===== src/pin_port_map.vh =====
// Offsets, field positions, reset values and timing counts of the pin port
`ifndef PIN_PORT_MAP_VH
`define PIN_PORT_MAP_VH

// ************************************************************
// Register byte offsets
// ************************************************************
`define PP_CTRL_OFF 8'h00
`define PP_TXDATA_OFF 8'h04
`define PP_STATUS_OFF 8'h08
`define PP_HADDR_OFF 8'h0c
`define PP_WIN_BASE 8'h20

// ************************************************************
// Control fields
// ************************************************************
`define PP_CTRL_BACKPLANE 0
`define PP_CTRL_OPEN_DRAIN 1
`define PP_CTRL_STYLE68 2
`define PP_CTRL_IRQ 3
`define PP_CTRL_RST 4'h0

// ************************************************************
// Status fields
// ************************************************************
`define PP_ST_TX_BUSY 0
`define PP_ST_MUX 1
`define PP_ST_FAST 2
`define PP_ST_POL_HIGH 3
`define PP_ST_RX_LEVEL 4
`define PP_ST_RX_SEEN 5
`define PP_ST_HOST_WR 6
`define PP_ST_HOST_RST 7

// ************************************************************
// Timing
// ************************************************************
`define PP_CLK_NS 5
`define PP_BIT_NS 3200
`define PP_PULSE_NS 100
`define PP_BIT_CYC ((`PP_BIT_NS) / (`PP_CLK_NS))
`define PP_PULSE_CYC (((`PP_PULSE_NS) + (`PP_CLK_NS) - 1) / (`PP_CLK_NS))
`define PP_STRAP_WAIT 3'h6

// ************************************************************
// Bus answers
// ************************************************************
`define PP_RESP_OKAY 2'b00
`define PP_RESP_SLVERR 2'b10

`endif


===== src/pin_sync3.v =====
// Three-stage synchroniser bank; a bit changes once stages two and three agree
`timescale 1ns/10ps
`default_nettype none
module pin_sync3 #(
    parameter WIDTH = 1,
    parameter [WIDTH-1:0] RESET_VAL = {WIDTH{1'b1}}
) (
    // Clock and reset
    input wire sys_clk_i,
    input wire rst_b_i,
    // Data
    input wire [WIDTH-1:0] async_i,
    output reg [WIDTH-1:0] stable_o
);
    reg [WIDTH-1:0] s1_reg;
    reg [WIDTH-1:0] s2_reg;
    reg [WIDTH-1:0] s3_reg;
    genvar g;
    generate
        for (g = 0; g < WIDTH; g = g + 1) begin : g_bit
            always @(posedge sys_clk_i or negedge rst_b_i) begin
                if (!rst_b_i) begin
                    s1_reg[g] <= RESET_VAL[g];
                    s2_reg[g] <= RESET_VAL[g];
                    s3_reg[g] <= RESET_VAL[g];
                    stable_o[g] <= RESET_VAL[g];
                end else begin
                    s1_reg[g] <= async_i[g];
                    s2_reg[g] <= s1_reg[g];
                    s3_reg[g] <= s2_reg[g];
                    // A one-cycle glitch never passes both late stages
                    if (s2_reg[g] == s3_reg[g]) begin
                        stable_o[g] <= s3_reg[g];
                    end
                end
            end
        end
    endgenerate
endmodule // pin_sync3
`default_nettype wire


===== src/line_encoder.v =====
// Line side transmitter: two-pulse waveform or backplane level plus clock
`timescale 1ns/10ps
`default_nettype none
module line_encoder #(
    parameter BIT_CYC = 640,
    parameter PULSE_CYC = 20
) (
    // Clock and reset
    input wire sys_clk_i,
    input wire rst_b_i,
    // Control
    input wire start_i,
    input wire [7:0] data_i,
    input wire backplane_i,
    input wire open_drain_i,
    input wire b_drive_ok_i,
    input wire halt_i,
    output reg busy_o,
    // Pins
    output reg drive_a_n_o,
    output reg drive_a_oe_o,
    output reg drive_b_n_o,
    output reg drive_b_oe_o
);
    localparam [1:0] ST_IDLE = 2'b01;
    localparam [1:0] ST_SEND = 2'b10;
    localparam [31:0] LAST_W = BIT_CYC - 1;
    localparam [31:0] QUARTER_W = BIT_CYC / 4;
    localparam [31:0] P1_W = PULSE_CYC;
    localparam [31:0] P2_W = 2 * PULSE_CYC;
    localparam [15:0] LAST_CYC = LAST_W[15:0];
    localparam [15:0] QUARTER = QUARTER_W[15:0];
    localparam [15:0] P1 = P1_W[15:0];
    localparam [15:0] P2 = P2_W[15:0];

    reg [1:0] state_reg;
    reg [15:0] cyc_reg;
    reg [15:0] clk_cnt_reg;
    reg [2:0] bit_reg;
    reg [7:0] shift_reg;
    reg bclk_reg;
    wire cur_bit = shift_reg[0];
    wire sending = (state_reg == ST_SEND);

    always @(posedge sys_clk_i or negedge rst_b_i) begin
        if (!rst_b_i) begin
            state_reg <= ST_IDLE;
            cyc_reg <= 16'h0000;
            clk_cnt_reg <= 16'h0000;
            bit_reg <= 3'h0;
            shift_reg <= 8'h00;
            bclk_reg <= 1'b1;
            busy_o <= 1'b0;
            drive_a_n_o <= 1'b1;
            drive_a_oe_o <= 1'b0;
            drive_b_n_o <= 1'b1;
            drive_b_oe_o <= 1'b0;
        end else begin
            // Free clock at twice the bit rate: toggles every quarter bit
            if (clk_cnt_reg >= QUARTER - 16'h0001) begin
                clk_cnt_reg <= 16'h0000;
                bclk_reg <= ~bclk_reg;
            end else begin
                clk_cnt_reg <= clk_cnt_reg + 16'h0001;
            end
            case (state_reg)
                ST_IDLE: begin
                    cyc_reg <= 16'h0000;
                    bit_reg <= 3'h0;
                    if (start_i && !halt_i) begin
                        shift_reg <= data_i;
                        state_reg <= ST_SEND;
                        busy_o <= 1'b1;
                    end
                end
                ST_SEND: begin
                    if (halt_i) begin
                        state_reg <= ST_IDLE;
                        busy_o <= 1'b0;
                    end else if (cyc_reg == LAST_CYC) begin
                        cyc_reg <= 16'h0000;
                        shift_reg <= {1'b0, shift_reg[7:1]};
                        bit_reg <= bit_reg + 3'h1;
                        if (bit_reg == 3'h7) begin
                            state_reg <= ST_IDLE;
                            busy_o <= 1'b0;
                        end
                    end else begin
                        cyc_reg <= cyc_reg + 16'h0001;
                    end
                end
                default: begin
                    state_reg <= ST_IDLE;
                    busy_o <= 1'b0;
                end
            endcase
            if (backplane_i) begin
                // Level on line A, low for a one; open-drain only pulls low
                drive_a_n_o <= ~(sending & cur_bit);
                drive_a_oe_o <= open_drain_i ? (sending & cur_bit) : 1'b1;
                drive_b_n_o <= bclk_reg;
            end else begin
                // A one sends a low pulse on A, then one on B
                drive_a_n_o <= ~(sending & cur_bit & (cyc_reg < P1));
                drive_a_oe_o <= 1'b1;
                drive_b_n_o <= ~(sending & cur_bit & (cyc_reg >= P1) & (cyc_reg < P2));
            end
            // Line B stays released until its strap has been read
            drive_b_oe_o <= b_drive_ok_i;
        end
    end
endmodule // line_encoder
`default_nettype wire


===== src/pin_port.v =====
// Host pin port and line driver control of the token network controller
//
// Implementation choices: the AXI4-Lite register port and the register offsets.
`timescale 1ns/10ps
`default_nettype none
`include "pin_port_map.vh"
module pin_port #(
    parameter BIT_CYC = `PP_BIT_CYC,
    parameter PULSE_CYC = `PP_PULSE_CYC
) (
    // Clock and reset
    input wire sys_clk_i,
    input wire rst_b_i,
    // AXI4-Lite slave
    input wire [7:0] s_axi_awaddr_i,
    input wire s_axi_awvalid_i,
    output reg s_axi_awready_o,
    input wire [31:0] s_axi_wdata_i,
    input wire [3:0] s_axi_wstrb_i,
    input wire s_axi_wvalid_i,
    output reg s_axi_wready_o,
    output reg [1:0] s_axi_bresp_o,
    output reg s_axi_bvalid_o,
    input wire s_axi_bready_i,
    input wire [7:0] s_axi_araddr_i,
    input wire s_axi_arvalid_i,
    output reg s_axi_arready_o,
    output reg [31:0] s_axi_rdata_o,
    output reg [1:0] s_axi_rresp_o,
    output reg s_axi_rvalid_o,
    input wire s_axi_rready_i,
    // Host bus pins
    input wire shared_bus_strap_n_i,
    input wire addr_bit_one_i,
    input wire addr2_latch_en_i,
    input wire [2:0] shared_low_lines_i,
    output reg [2:0] shared_low_lines_o,
    output reg [2:0] shared_low_lines_oe_o,
    input wire [4:0] upper_data_lines_i,
    output reg [4:0] upper_data_lines_o,
    output reg [4:0] upper_data_lines_oe_o,
    input wire store_strobe_n_i,
    input wire read_strobe_n_i,
    input wire chip_select_n_i,
    input wire host_reset_n_i,
    input wire access_timing_select_i,
    output reg irq_out_n_o,
    output reg host_pull_up_en_o,
    // Line pins
    output wire line_drive_a_n_o,
    output wire line_drive_a_n_oe_o,
    output reg line_drive_a_pull_en_o,
    input wire line_drive_b_n_i,
    output wire line_drive_b_n_o,
    output wire line_drive_b_n_oe_o,
    input wire line_receive_i,
    output reg driver_on_o
);
    // ************************************************************
    // Pin synchronisers
    // ************************************************************
    wire [17:0] pins_s;
    pin_sync3 #(.WIDTH(18), .RESET_VAL(18'h3ffff)) u_sync (
        .sys_clk_i(sys_clk_i),
        .rst_b_i(rst_b_i),
        .async_i({line_drive_b_n_i, line_receive_i, access_timing_select_i, host_reset_n_i,
                  chip_select_n_i, read_strobe_n_i, store_strobe_n_i, upper_data_lines_i,
                  shared_low_lines_i, addr2_latch_en_i, addr_bit_one_i, shared_bus_strap_n_i}),
        .stable_o(pins_s)
    );
    wire a0_s = pins_s[0];
    wire a1_s = pins_s[1];
    wire a2_s = pins_s[2];
    wire [2:0] low_s = pins_s[5:3];
    wire [4:0] up_s = pins_s[10:6];
    wire wr_s = pins_s[11];
    wire rd_s = pins_s[12];
    wire cs_n_s = pins_s[13];
    wire hrst_n_s = pins_s[14];
    wire tmg_s = pins_s[15];
    wire rx_s = pins_s[16];
    wire b_s = pins_s[17];

    // ************************************************************
    // State
    // ************************************************************
    reg [3:0] ctrl_reg;
    reg [7:0] txdata_reg;
    reg tx_start_reg;
    reg [7:0] win_reg [0:7];
    reg [2:0] strap_cnt_reg;
    reg strap_done_reg;
    reg mux_mode_reg;
    reg pol_high_reg;
    reg [2:0] ale_addr_reg;
    reg [2:0] wr_addr_reg;
    reg [7:0] wr_data_reg;
    reg wr_prev_reg;
    reg rx_prev_reg;
    reg rx_seen_reg;
    reg host_wr_seen_reg;
    reg [2:0] last_addr_reg;
    reg aw_held_reg;
    reg w_held_reg;
    reg [7:0] aw_addr_reg;
    reg [7:0] w_data_reg;
    reg w_strb0_reg;
    wire tx_busy;
    integer i;

    // ************************************************************
    // Host bus decode
    // ************************************************************
    wire host_rst = ~hrst_n_s;
    wire style68 = ctrl_reg[`PP_CTRL_STYLE68];
    wire sel_ok = ~cs_n_s & ~host_rst & strap_done_reg;
    // 68xx: store pin is direction, read pin is data strobe
    wire wr_act = style68 ? (sel_ok & ~rd_s & ~wr_s) : (sel_ok & ~wr_s);
    wire rd_act = style68 ? (sel_ok & ~rd_s & wr_s) : (sel_ok & ~rd_s);
    // Fast timing is refused on the multiplexed bus
    wire fast = ~tmg_s & ~mux_mode_reg;
    wire [2:0] host_addr = mux_mode_reg ? ale_addr_reg : {a2_s, a1_s, a0_s};
    wire [7:0] host_data = {up_s, low_s};
    wire wr_rise = wr_act & ~wr_prev_reg;
    wire wr_fall = ~wr_act & wr_prev_reg;
    // Fast mode stores at strobe start; normal mode at strobe end with held data
    wire host_commit = fast ? wr_rise : wr_fall;
    wire [2:0] commit_addr = fast ? host_addr : wr_addr_reg;
    wire [7:0] commit_data = fast ? host_data : wr_data_reg;

    // ************************************************************
    // Bus slave decode
    // ************************************************************
    wire axi_wr = aw_held_reg & w_held_reg & ~s_axi_bvalid_o;
    wire [7:0] status_val = {host_rst, host_wr_seen_reg, rx_seen_reg, rx_s,
                             pol_high_reg, fast, mux_mode_reg, tx_busy};

    function wr_hit;
        input [7:0] addr;
        begin
            wr_hit = (addr == `PP_CTRL_OFF) || (addr == `PP_TXDATA_OFF) ||
                     (addr == `PP_STATUS_OFF) || (addr == `PP_HADDR_OFF) ||
                     ((addr & 8'he3) == `PP_WIN_BASE);
        end
    endfunction

    function is_win;
        input [7:0] addr;
        begin
            is_win = ((addr & 8'he3) == `PP_WIN_BASE);
        end
    endfunction

    // ************************************************************
    // Straps, host access and register file
    // ************************************************************
    always @(posedge sys_clk_i or negedge rst_b_i) begin
        if (!rst_b_i) begin
            strap_cnt_reg <= 3'h0;
            strap_done_reg <= 1'b0;
            mux_mode_reg <= 1'b0;
            pol_high_reg <= 1'b0;
            ale_addr_reg <= 3'h0;
            wr_addr_reg <= 3'h0;
            wr_data_reg <= 8'h00;
            wr_prev_reg <= 1'b0;
            rx_prev_reg <= 1'b1;
            rx_seen_reg <= 1'b0;
            host_wr_seen_reg <= 1'b0;
            last_addr_reg <= 3'h0;
            ctrl_reg <= `PP_CTRL_RST;
            txdata_reg <= 8'h00;
            tx_start_reg <= 1'b0;
            for (i = 0; i < 8; i = i + 1) begin
                win_reg[i] <= 8'h00;
            end
        end else begin
            // Straps are read once the synchronisers have settled after release
            if (!strap_done_reg) begin
                strap_cnt_reg <= strap_cnt_reg + 3'h1;
                if (strap_cnt_reg == `PP_STRAP_WAIT) begin
                    strap_done_reg <= 1'b1;
                    mux_mode_reg <= ~a0_s;
                    pol_high_reg <= ~b_s;
                end
            end
            // Address follows the latch enable and holds after it falls
            if (mux_mode_reg && a2_s) begin
                ale_addr_reg <= low_s;
            end
            wr_prev_reg <= wr_act;
            if (wr_act) begin
                wr_addr_reg <= host_addr;
                wr_data_reg <= host_data;
            end
            if (wr_act || rd_act) begin
                last_addr_reg <= host_addr;
            end
            rx_prev_reg <= rx_s;
            tx_start_reg <= 1'b0;
            if (axi_wr && w_strb0_reg) begin
                case (aw_addr_reg)
                    `PP_CTRL_OFF: ctrl_reg <= w_data_reg[3:0];
                    `PP_TXDATA_OFF: begin
                        txdata_reg <= w_data_reg;
                        tx_start_reg <= ~tx_busy;
                    end
                    `PP_STATUS_OFF: begin
                        if (w_data_reg[`PP_ST_RX_SEEN]) rx_seen_reg <= 1'b0;
                        if (w_data_reg[`PP_ST_HOST_WR]) host_wr_seen_reg <= 1'b0;
                    end
                    default: begin
                        if (is_win(aw_addr_reg)) begin
                            win_reg[aw_addr_reg[4:2]] <= w_data_reg;
                        end
                    end
                endcase
            end
            // Events after the clear so a same-cycle event is kept
            if (rx_s != rx_prev_reg) begin
                rx_seen_reg <= 1'b1;
            end
            if (host_commit) begin
                win_reg[commit_addr] <= commit_data;
                host_wr_seen_reg <= 1'b1;
            end
            if (host_rst) begin
                ctrl_reg[`PP_CTRL_IRQ] <= 1'b0;
                tx_start_reg <= 1'b0;
            end
        end
    end

    // ************************************************************
    // Pin outputs
    // ************************************************************
    always @(posedge sys_clk_i or negedge rst_b_i) begin
        if (!rst_b_i) begin
            shared_low_lines_o <= 3'h7;
            shared_low_lines_oe_o <= 3'h0;
            upper_data_lines_o <= 5'h1f;
            upper_data_lines_oe_o <= 5'h00;
            irq_out_n_o <= 1'b1;
            host_pull_up_en_o <= 1'b0;
            line_drive_a_pull_en_o <= 1'b0;
            driver_on_o <= 1'b1;
        end else begin
            shared_low_lines_o <= win_reg[host_addr][2:0];
            upper_data_lines_o <= win_reg[host_addr][7:3];
            shared_low_lines_oe_o <= {3{rd_act}};
            upper_data_lines_oe_o <= {5{rd_act}};
            irq_out_n_o <= ~ctrl_reg[`PP_CTRL_IRQ];
            // Weak pull-ups on bit one, data and timing select
            host_pull_up_en_o <= 1'b1;
            line_drive_a_pull_en_o <= ctrl_reg[`PP_CTRL_BACKPLANE] & ctrl_reg[`PP_CTRL_OPEN_DRAIN];
            // Polarity unknown before the strap reads as the low-active default
            driver_on_o <= pol_high_reg ? tx_busy : ~tx_busy;
        end
    end

    line_encoder #(.BIT_CYC(BIT_CYC), .PULSE_CYC(PULSE_CYC)) u_enc (
        .sys_clk_i(sys_clk_i),
        .rst_b_i(rst_b_i),
        .start_i(tx_start_reg),
        .data_i(txdata_reg),
        .backplane_i(ctrl_reg[`PP_CTRL_BACKPLANE]),
        .open_drain_i(ctrl_reg[`PP_CTRL_OPEN_DRAIN]),
        .b_drive_ok_i(strap_done_reg),
        .halt_i(host_rst),
        .busy_o(tx_busy),
        .drive_a_n_o(line_drive_a_n_o),
        .drive_a_oe_o(line_drive_a_n_oe_o),
        .drive_b_n_o(line_drive_b_n_o),
        .drive_b_oe_o(line_drive_b_n_oe_o)
    );

    // ************************************************************
    // AXI4-Lite slave
    // ************************************************************
    always @(posedge sys_clk_i or negedge rst_b_i) begin
        if (!rst_b_i) begin
            s_axi_awready_o <= 1'b0;
            s_axi_wready_o <= 1'b0;
            s_axi_bvalid_o <= 1'b0;
            s_axi_bresp_o <= `PP_RESP_OKAY;
            s_axi_arready_o <= 1'b0;
            s_axi_rvalid_o <= 1'b0;
            s_axi_rresp_o <= `PP_RESP_OKAY;
            s_axi_rdata_o <= 32'h00000000;
            aw_held_reg <= 1'b0;
            w_held_reg <= 1'b0;
            aw_addr_reg <= 8'h00;
            w_data_reg <= 8'h00;
            w_strb0_reg <= 1'b0;
        end else begin
            s_axi_awready_o <= ~aw_held_reg & ~s_axi_awready_o & s_axi_awvalid_i;
            s_axi_wready_o <= ~w_held_reg & ~s_axi_wready_o & s_axi_wvalid_i;
            if (s_axi_awvalid_i && s_axi_awready_o) begin
                aw_held_reg <= 1'b1;
                aw_addr_reg <= s_axi_awaddr_i;
            end
            if (s_axi_wvalid_i && s_axi_wready_o) begin
                w_held_reg <= 1'b1;
                w_data_reg <= s_axi_wdata_i[7:0];
                w_strb0_reg <= s_axi_wstrb_i[0];
            end
            if (axi_wr) begin
                s_axi_bvalid_o <= 1'b1;
                s_axi_bresp_o <= wr_hit(aw_addr_reg) ? `PP_RESP_OKAY : `PP_RESP_SLVERR;
                aw_held_reg <= 1'b0;
                w_held_reg <= 1'b0;
            end else if (s_axi_bvalid_o && s_axi_bready_i) begin
                s_axi_bvalid_o <= 1'b0;
            end
            s_axi_arready_o <= ~s_axi_arready_o & ~s_axi_rvalid_o & s_axi_arvalid_i;
            if (s_axi_arvalid_i && s_axi_arready_o) begin
                s_axi_rvalid_o <= 1'b1;
                s_axi_rresp_o <= wr_hit(s_axi_araddr_i) ? `PP_RESP_OKAY : `PP_RESP_SLVERR;
                case (s_axi_araddr_i)
                    `PP_CTRL_OFF: s_axi_rdata_o <= {28'h0000000, ctrl_reg};
                    `PP_TXDATA_OFF: s_axi_rdata_o <= {24'h000000, txdata_reg};
                    `PP_STATUS_OFF: s_axi_rdata_o <= {24'h000000, status_val};
                    `PP_HADDR_OFF: s_axi_rdata_o <= {29'h0000000, last_addr_reg};
                    default: s_axi_rdata_o <= is_win(s_axi_araddr_i) ?
                        {24'h000000, win_reg[s_axi_araddr_i[4:2]]} : 32'h00000000;
                endcase
            end else if (s_axi_rvalid_o && s_axi_rready_i) begin
                s_axi_rvalid_o <= 1'b0;
            end
        end
    end
endmodule // pin_port
`default_nettype wire


===== config.mk =====
export PLATFORM = sky130hd
export DESIGN_NAME = pin_port
export DESIGN_NICKNAME = d
export VERILOG_FILES = /design/src/pin_sync3.v /design/src/line_encoder.v /design/src/pin_port.v
export VERILOG_INCLUDE_DIRS = /design/src /design/src/src
export SDC_FILE = /design/constraint.sdc
export NUM_CORES = 1
export LEC_CHECK = 0
export ABC_AREA = 0
export BUFFER_PORTS_ARGS = -buffer_cell sky130_fd_sc_hd__buf_2
export CAP_MARGIN = 20
export CORE_UTILIZATION = 50
export CTS_BUF_LIST = sky130_fd_sc_hd__clkbuf_8
export CTS_CLUSTER_SIZE = 8
export DETAILED_ROUTE_END_ITERATION = 6
export PLACE_DENSITY = 0.7
export SYNTH_ARGS = -nofsm -noshare
export SYNTH_HDL_FRONTEND = slang
export SYNTH_HIERARCHICAL = 1
export SYNTH_SLANG_ARGS = --single-unit

===== constraint.sdc =====
create_clock -name sys_clk_i -period 2.85 [get_ports sys_clk_i]
set_clock_uncertainty 0.05 [all_clocks]
set_input_delay 0.1425 -clock sys_clk_i [delete_from_list [all_inputs] [get_ports sys_clk_i]]
set_output_delay 0.1425 -clock sys_clk_i [all_outputs]
set_load 0.03 [all_outputs]

# Word level (Yosys, flattened, before mapping)
# Cells that the tools add are included.
dict set report classes {
  n_lt_le_gt_ge 10
  shifts 0
  div_mod_pow 0
  bitwise 50
  n_reduce_logical 43
  n_addsub 4
  mux 76
  n_mul 0
  eq_ne 39
}
# cell n
set op_table {}
lappend op_table {{64-bit two-way mux} 4}
lappend op_table {{64-bit bitwise mux} 2}
lappend op_table {{8-bit two-way mux} 11}
lappend op_table {{8-bit binary-select mux with 3-bit select} 2}
lappend op_table {{8-bit demux with 3-bit select} 2}
lappend op_table {{16-bit two-way mux} 3}
lappend op_table {{1-bit two-way mux} 34}
lappend op_table {{16-bit by 1-bit adder with 16-bit output, second input constant} 2}
lappend op_table {{8-bit by 4-bit equality test with 1-bit output, second input constant} 4}
lappend op_table {{16-bit one-hot mux with 2 select lines} 1}
lappend op_table {{8-bit one-hot mux with 4 select lines} 1}
lappend op_table {{1-bit NOT} 24}
lappend op_table {{1-bit AND} 22}
lappend op_table {{2-bit nonzero test} 11}
lappend op_table {{1-bit equality test} 18}
lappend op_table {{16-bit by 10-bit equality test with 1-bit output, second input constant} 1}
lappend op_table {{8-bit by 3-bit equality test with 1-bit output, second input constant} 2}
lappend op_table {{16-bit by 5-bit >= comparator with 1-bit output, second input constant} 1}
lappend op_table {{16-bit by 8-bit >= comparator with 1-bit output, second input constant} 1}
lappend op_table {{4-bit >= comparator, second input constant} 4}
lappend op_table {{8-bit logical NOT} 2}
lappend op_table {{16-bit by 5-bit < comparator with 1-bit output, second input constant} 1}
lappend op_table {{16-bit by 6-bit < comparator with 1-bit output, second input constant} 1}
lappend op_table {{3-bit NOT with 4-bit output} 4}
lappend op_table {{23 further kinds} 64}
dict set report word_totals {
  memories 0
  word_cells 350
  ramBits 0
  regBits 301
  inputBits 77
  rom_bits 0
  latch_bits 0
  output_inout_bits 65
}

# Depth between registers and ports, before layout
dict set report logic_depth {
  depth_word 11
  mapped_depth 9
  depth_no_buf 6
}

# Cells and area by module
# Netlist, hierarchy kept.
# module n_inst area_each_um2 cells_each seq_area_each_um2
set modules_own_cells {}
lappend modules_own_cells {pin_port 1 8323.0 719 3792.4}
lappend modules_own_cells {line_encoder 1 2418.6 239 1256.2}
lappend modules_own_cells {pin_sync3 1 2094.5 90 1891.8}

# Worst setup path before layout
# No wires, ideal clock.
dict set report synth_timing {
  path_type {register -> register}
  from {register s_axi_bvalid_o}
  to {register win_reg[16] (netlist bit)}
  setup_slack_ns 0.770
  setup_time_ns 0.147
  t_required_ns 2.653
  stages_incl_launch_ff 8
  arrival_ns 1.883
  synth_period_minus_slack_ns 2.080
  n_path_buf 2
  cell_sequence {dfrtp_1 > and3b_1 > buf_2 > nand3_4 > or4_1 > buf_2 > mux2i_1 > mux2i_1}
}
dict set report synth_between {
  elab_chain_cells 6
}
# item line_no
set synth_rtl {}
lappend synth_rtl {{start: declaration} pin_port.v:23} ;# output reg s_axi_bvalid_o,
lappend synth_rtl {{start signal: assignment} pin_port.v:284} ;# s_axi_bvalid_o <= 1'b0;
lappend synth_rtl {{start signal: assignment} pin_port.v:308} ;# s_axi_bvalid_o <= 1'b1;
lappend synth_rtl {{start signal: assignment} pin_port.v:313} ;# s_axi_bvalid_o <= 1'b0;
lappend synth_rtl {{1-bit NOT (*)} pin_port.v:134} ;# wire axi_wr = aw_held_reg & w_held_reg & ~s_axi_bvalid_o;
lappend synth_rtl {{1-bit AND (*)} pin_port.v:134}
lappend synth_rtl {{1-bit logical AND (*)} pin_port.v:201} ;# if (axi_wr && w_strb0_reg) begin
lappend synth_rtl {{64-bit two-way mux (*)} pin_port.v:201}
lappend synth_rtl {{64-bit bitwise mux} pin_port.v:224} ;# win_reg[commit_addr] <= commit_data;
lappend synth_rtl {{64-bit two-way mux (*)} pin_port.v:223} ;# if (host_commit) begin
lappend synth_rtl {{end signal: indexed assignment} pin_port.v:214} ;# win_reg[aw_addr_reg[4:2]] <= w_data_reg;
lappend synth_rtl {{end signal: indexed assignment} pin_port.v:224}
lappend synth_rtl {{end: declaration} pin_port.v:90} ;# reg [7:0] win_reg [0:7];
# Every way passes the cells marked *; elsewhere a longest branch is shown, timed or not.
# A chain may end at the register's enable or synchronous reset.

# Worst setup path after layout
dict set report layout_timing {
  from {register s_axi_bvalid_o}
  to {register win_reg[40] (netlist bit)}
}
# The elaborated chain is that of the path after synthesis.

==> run_results.csv <==
group,metric,value,unit
clock_tree,cts_sinks,273,
global_route,grt-ovfl-total,0,
logic_synthesis,synth_area,0.01284,mm²
worst_setup_path,critPathCaptureType,"flop",
sta,max_freq,434.0,MHz
worst_setup_path,worstPathArrival,2.65,ns
clock_tree,postCtsSetupRepairBufs,0,
worst_setup_path,critPathMaxFanout,8,
global_route,first_global_vias,8581,
worst_setup_path,r2r_cells,5,
finish,final_area,0.01504,mm²
place,place_ws,0.5531,ns
drt,dr.pass1.iters,7,
clock_tree,h-tree-depth,2,
global_route,grt_pass1_wl,46370,µm
worst_setup_path,cp.required,3.20,ns
floorplan,die_y,162.2,µm
drt,viasPerCell,5.585,
drt,vias,8813,
logic_synthesis,synthFlopType,"dfrtp_1",
worst_setup_path,critPathKind,"reg -> reg",
drt,drt_iter0_drc,641,
place,io_buffers,88,
worst_hold_path,hold_class,"in -> reg",
finish,area_growth,17.17,%
power_and_ir_drop,vdd_drop_max,0.4713,mV
place,placed_area,0.01361,mm²
power_and_ir_drop,p_leak,6.955,nW
clock_tree,clockBufferDepth,3,
worst_hold_path,hold_depth,3,
finish,final_common_cell,"dfrtp_1",
worst_setup_path,cp_common_cell,"mux2i_1",
logic_synthesis,synth_warnings,6,
drt,drt-total-wl,29040,µm
clock_tree,clock_latency,0.55,ns
logic_synthesis,synth_top_area_cell,"dfrtp_1",
worst_setup_path,worstSetupStartpointType,"flop",
status,outcome,"completed",
worst_setup_path,path_buf_inv,0,
sta,hold_viol_final,0,
floorplan,start_util,50.97,%
finish,fillCellCount,2033,
sta,worst_pin_slew,0.8842,ns
finish,drive_gt1_share,29.89,%
finish,nNetsFinal,1294,
sta,fin_crit,2.304,ns
logic_synthesis,netlist.area_leader.share,36.26,%
sta,holdWs,0.07319,ns
sta,relSlewSlack,41.04,%
worst_setup_path,cp_cell_sequence,"and3b_1, and3_1, and4_1, mux2i_1, mux2i_1",
logic_synthesis,synth-seq-cells,273,
clock_tree,cts_hold_buffers,44,
sta,finalCritPeriodShare,80.86,%
logic_synthesis,avgSynthCellArea,12.25,µm²
run,drv_cap,0,
worst_setup_path,max_stage_delay,0.64,ns
sta,grt_setup_unrepaired,"no",
sta,finalSetupTns,0,ns
drt,wire_per_inst,18.40,µm
power_and_ir_drop,power.density,802.6,mW/mm²
global_route,antenna_found_initial,0,
power_and_ir_drop,total_power,12.07,mW
logic_synthesis,synthTopCellsByArea,"dfrtp_1 (36%), dfstp_2 (18%), mux2i_1 (14%)",
drt,drc,0,
global_route,grt_use_total,22.72,%
clock_tree,cts_tree,"yes",
finish,seq_area,0.006940,mm²
finish,multi_input_area,0.005420,mm²
worst_setup_path,critPathSlowestCell,"and4_1",
global_route,grt_max_degree,85,
floorplan,coreArea,0.02518,mm²
sta,setup_ws,0.5456,ns
floorplan,rows,58,
logic_synthesis,async_flop_share,100.0,%
sta,slew_violations,0,
finish,layout_common_cells,"dfrtp_1 (186), mux2i_1 (174), dfstp_2 (87), buf_2 (87), nand2_1 (71)",
clock_tree,cts_inserted_buffers,47,
worst_setup_path,crit_cells,5,
finish,largest_reg_flops,64,
clock_tree,cts-resized-gates,0,
clock_tree,root_buffer,"clkbuf_8",
logic_synthesis,ys_types,77,
place,routabilityCongestion,0.8578,
logic_synthesis,synth-edff-count,0,
floorplan,dieArea,0.02632,mm²
floorplan,dieWidth,162.2,µm
logic_synthesis,syn_inst,1048,
place,hpwl,19440,µm
worst_setup_path,crit_family,"simple AND/OR/NAND/NOR gates",
drt,antenna_left,0,
clock_tree,clk_pin_slew,0.06,ns
logic_synthesis,yosysSeqAreaShare,54.07,%
finish,antenna_cells,0,
sta,setup_viol,0,
floorplan,io_pins,142,
-- metal layers --
layer,wire length [µm],track usage [%],up-vias
met3,1817,4.111,53
met2,13610,36.03,306
met1,13030,31.81,4401
met4,578,6.947,0
met5,0,0,-
li1,-,-,4053
-- through the flow --
step	util, %	instances
after floorplan	-	1080
after detailed placement	54.06	1447
after global placement	54.06	1447
final	59.72	1578
after CTS	59.72	1578
after global routing	59.72	1578
-- layout make-up --
| type | count | area share [%] |
|---|---|---|
| inverters | 23 | 0.5740 |
| multi-input cells | 696 | 36.04 |
| flip-flops and latches | 273 | 46.15 |
| clock buffers | 60 | 5.491 |
| clock inverters | 27 | 1.065 |
| well taps | 330 | 2.745 |
| repair buffers | 169 | 7.937 |
-- cells in the mapped netlist (all sizes together), types with 4 or more instances --
cell / n
mux2: 33
buf: 62
a22o: 4
o22a: 8
o21ai: 63
nor3: 20
nand2: 72
and2: 4
a221oi: 8
inv: 22
nor2b: 6
nand3: 21
dfrtp: 186
nand2b: 14
clkbuf: 26
dfstp: 87
o31ai: 10
mux2i: 175
o211ai: 13
nor4: 8
mux4: 19
maj3: 18
xnor2: 5
nor2: 55
nor3b: 8
a31oi: 8
o22ai: 5
xor2: 6
and4: 5
nand4: 5
ha: 7
a21oi: 23
a21o: 4
-- logic make-up (layout without fill, tap and decap cells) --
family          count (synthesis)  in the layout  synth area share, %
other cells                     3             35              0.08772
compound gates                163            163                8.344
fa+ha+maj                      25             25                2.261
xor+xnor                       11             11               0.7505
simple gates                  235            235                9.874
mux                           227            227                19.88
buf+inv                       111            279                4.737
flops                         273            273                54.07
-- worst reg2reg max path, stage by stage (launching register included) --
cell and delay [ns]:
dfrtp_1 0.39, and3b_1 0.40, and3_1 0.33, and4_1 0.64, mux2i_1 0.25, mux2i_1 0.09
-- report_power, final --
group          switching [mW]  internal, mW  leakage [nW]
logic                    1.54          1.25          3.06
registers               0.884          4.79          3.31
clock network            1.54          2.07         0.586
-- final timing paths --
kind                                              end              start  slack [ns]
worst max-delay path                      win_reg[40]     s_axi_bvalid_o        0.55
worst min register to register      u_sync/s2_reg[12]  u_sync/s1_reg[12]        0.30
worst max register to register            win_reg[40]     s_axi_bvalid_o        0.55
min in group asynchronous            u_enc/cyc_reg[8]            rst_b_i        0.14
max in group asynchronous       upper_data_lines_o[1]            rst_b_i        1.76
worst min-delay path                 s_axi_rresp_o[1]  s_axi_araddr_i[4]        0.07
Power figures use the tool's default switching activity.
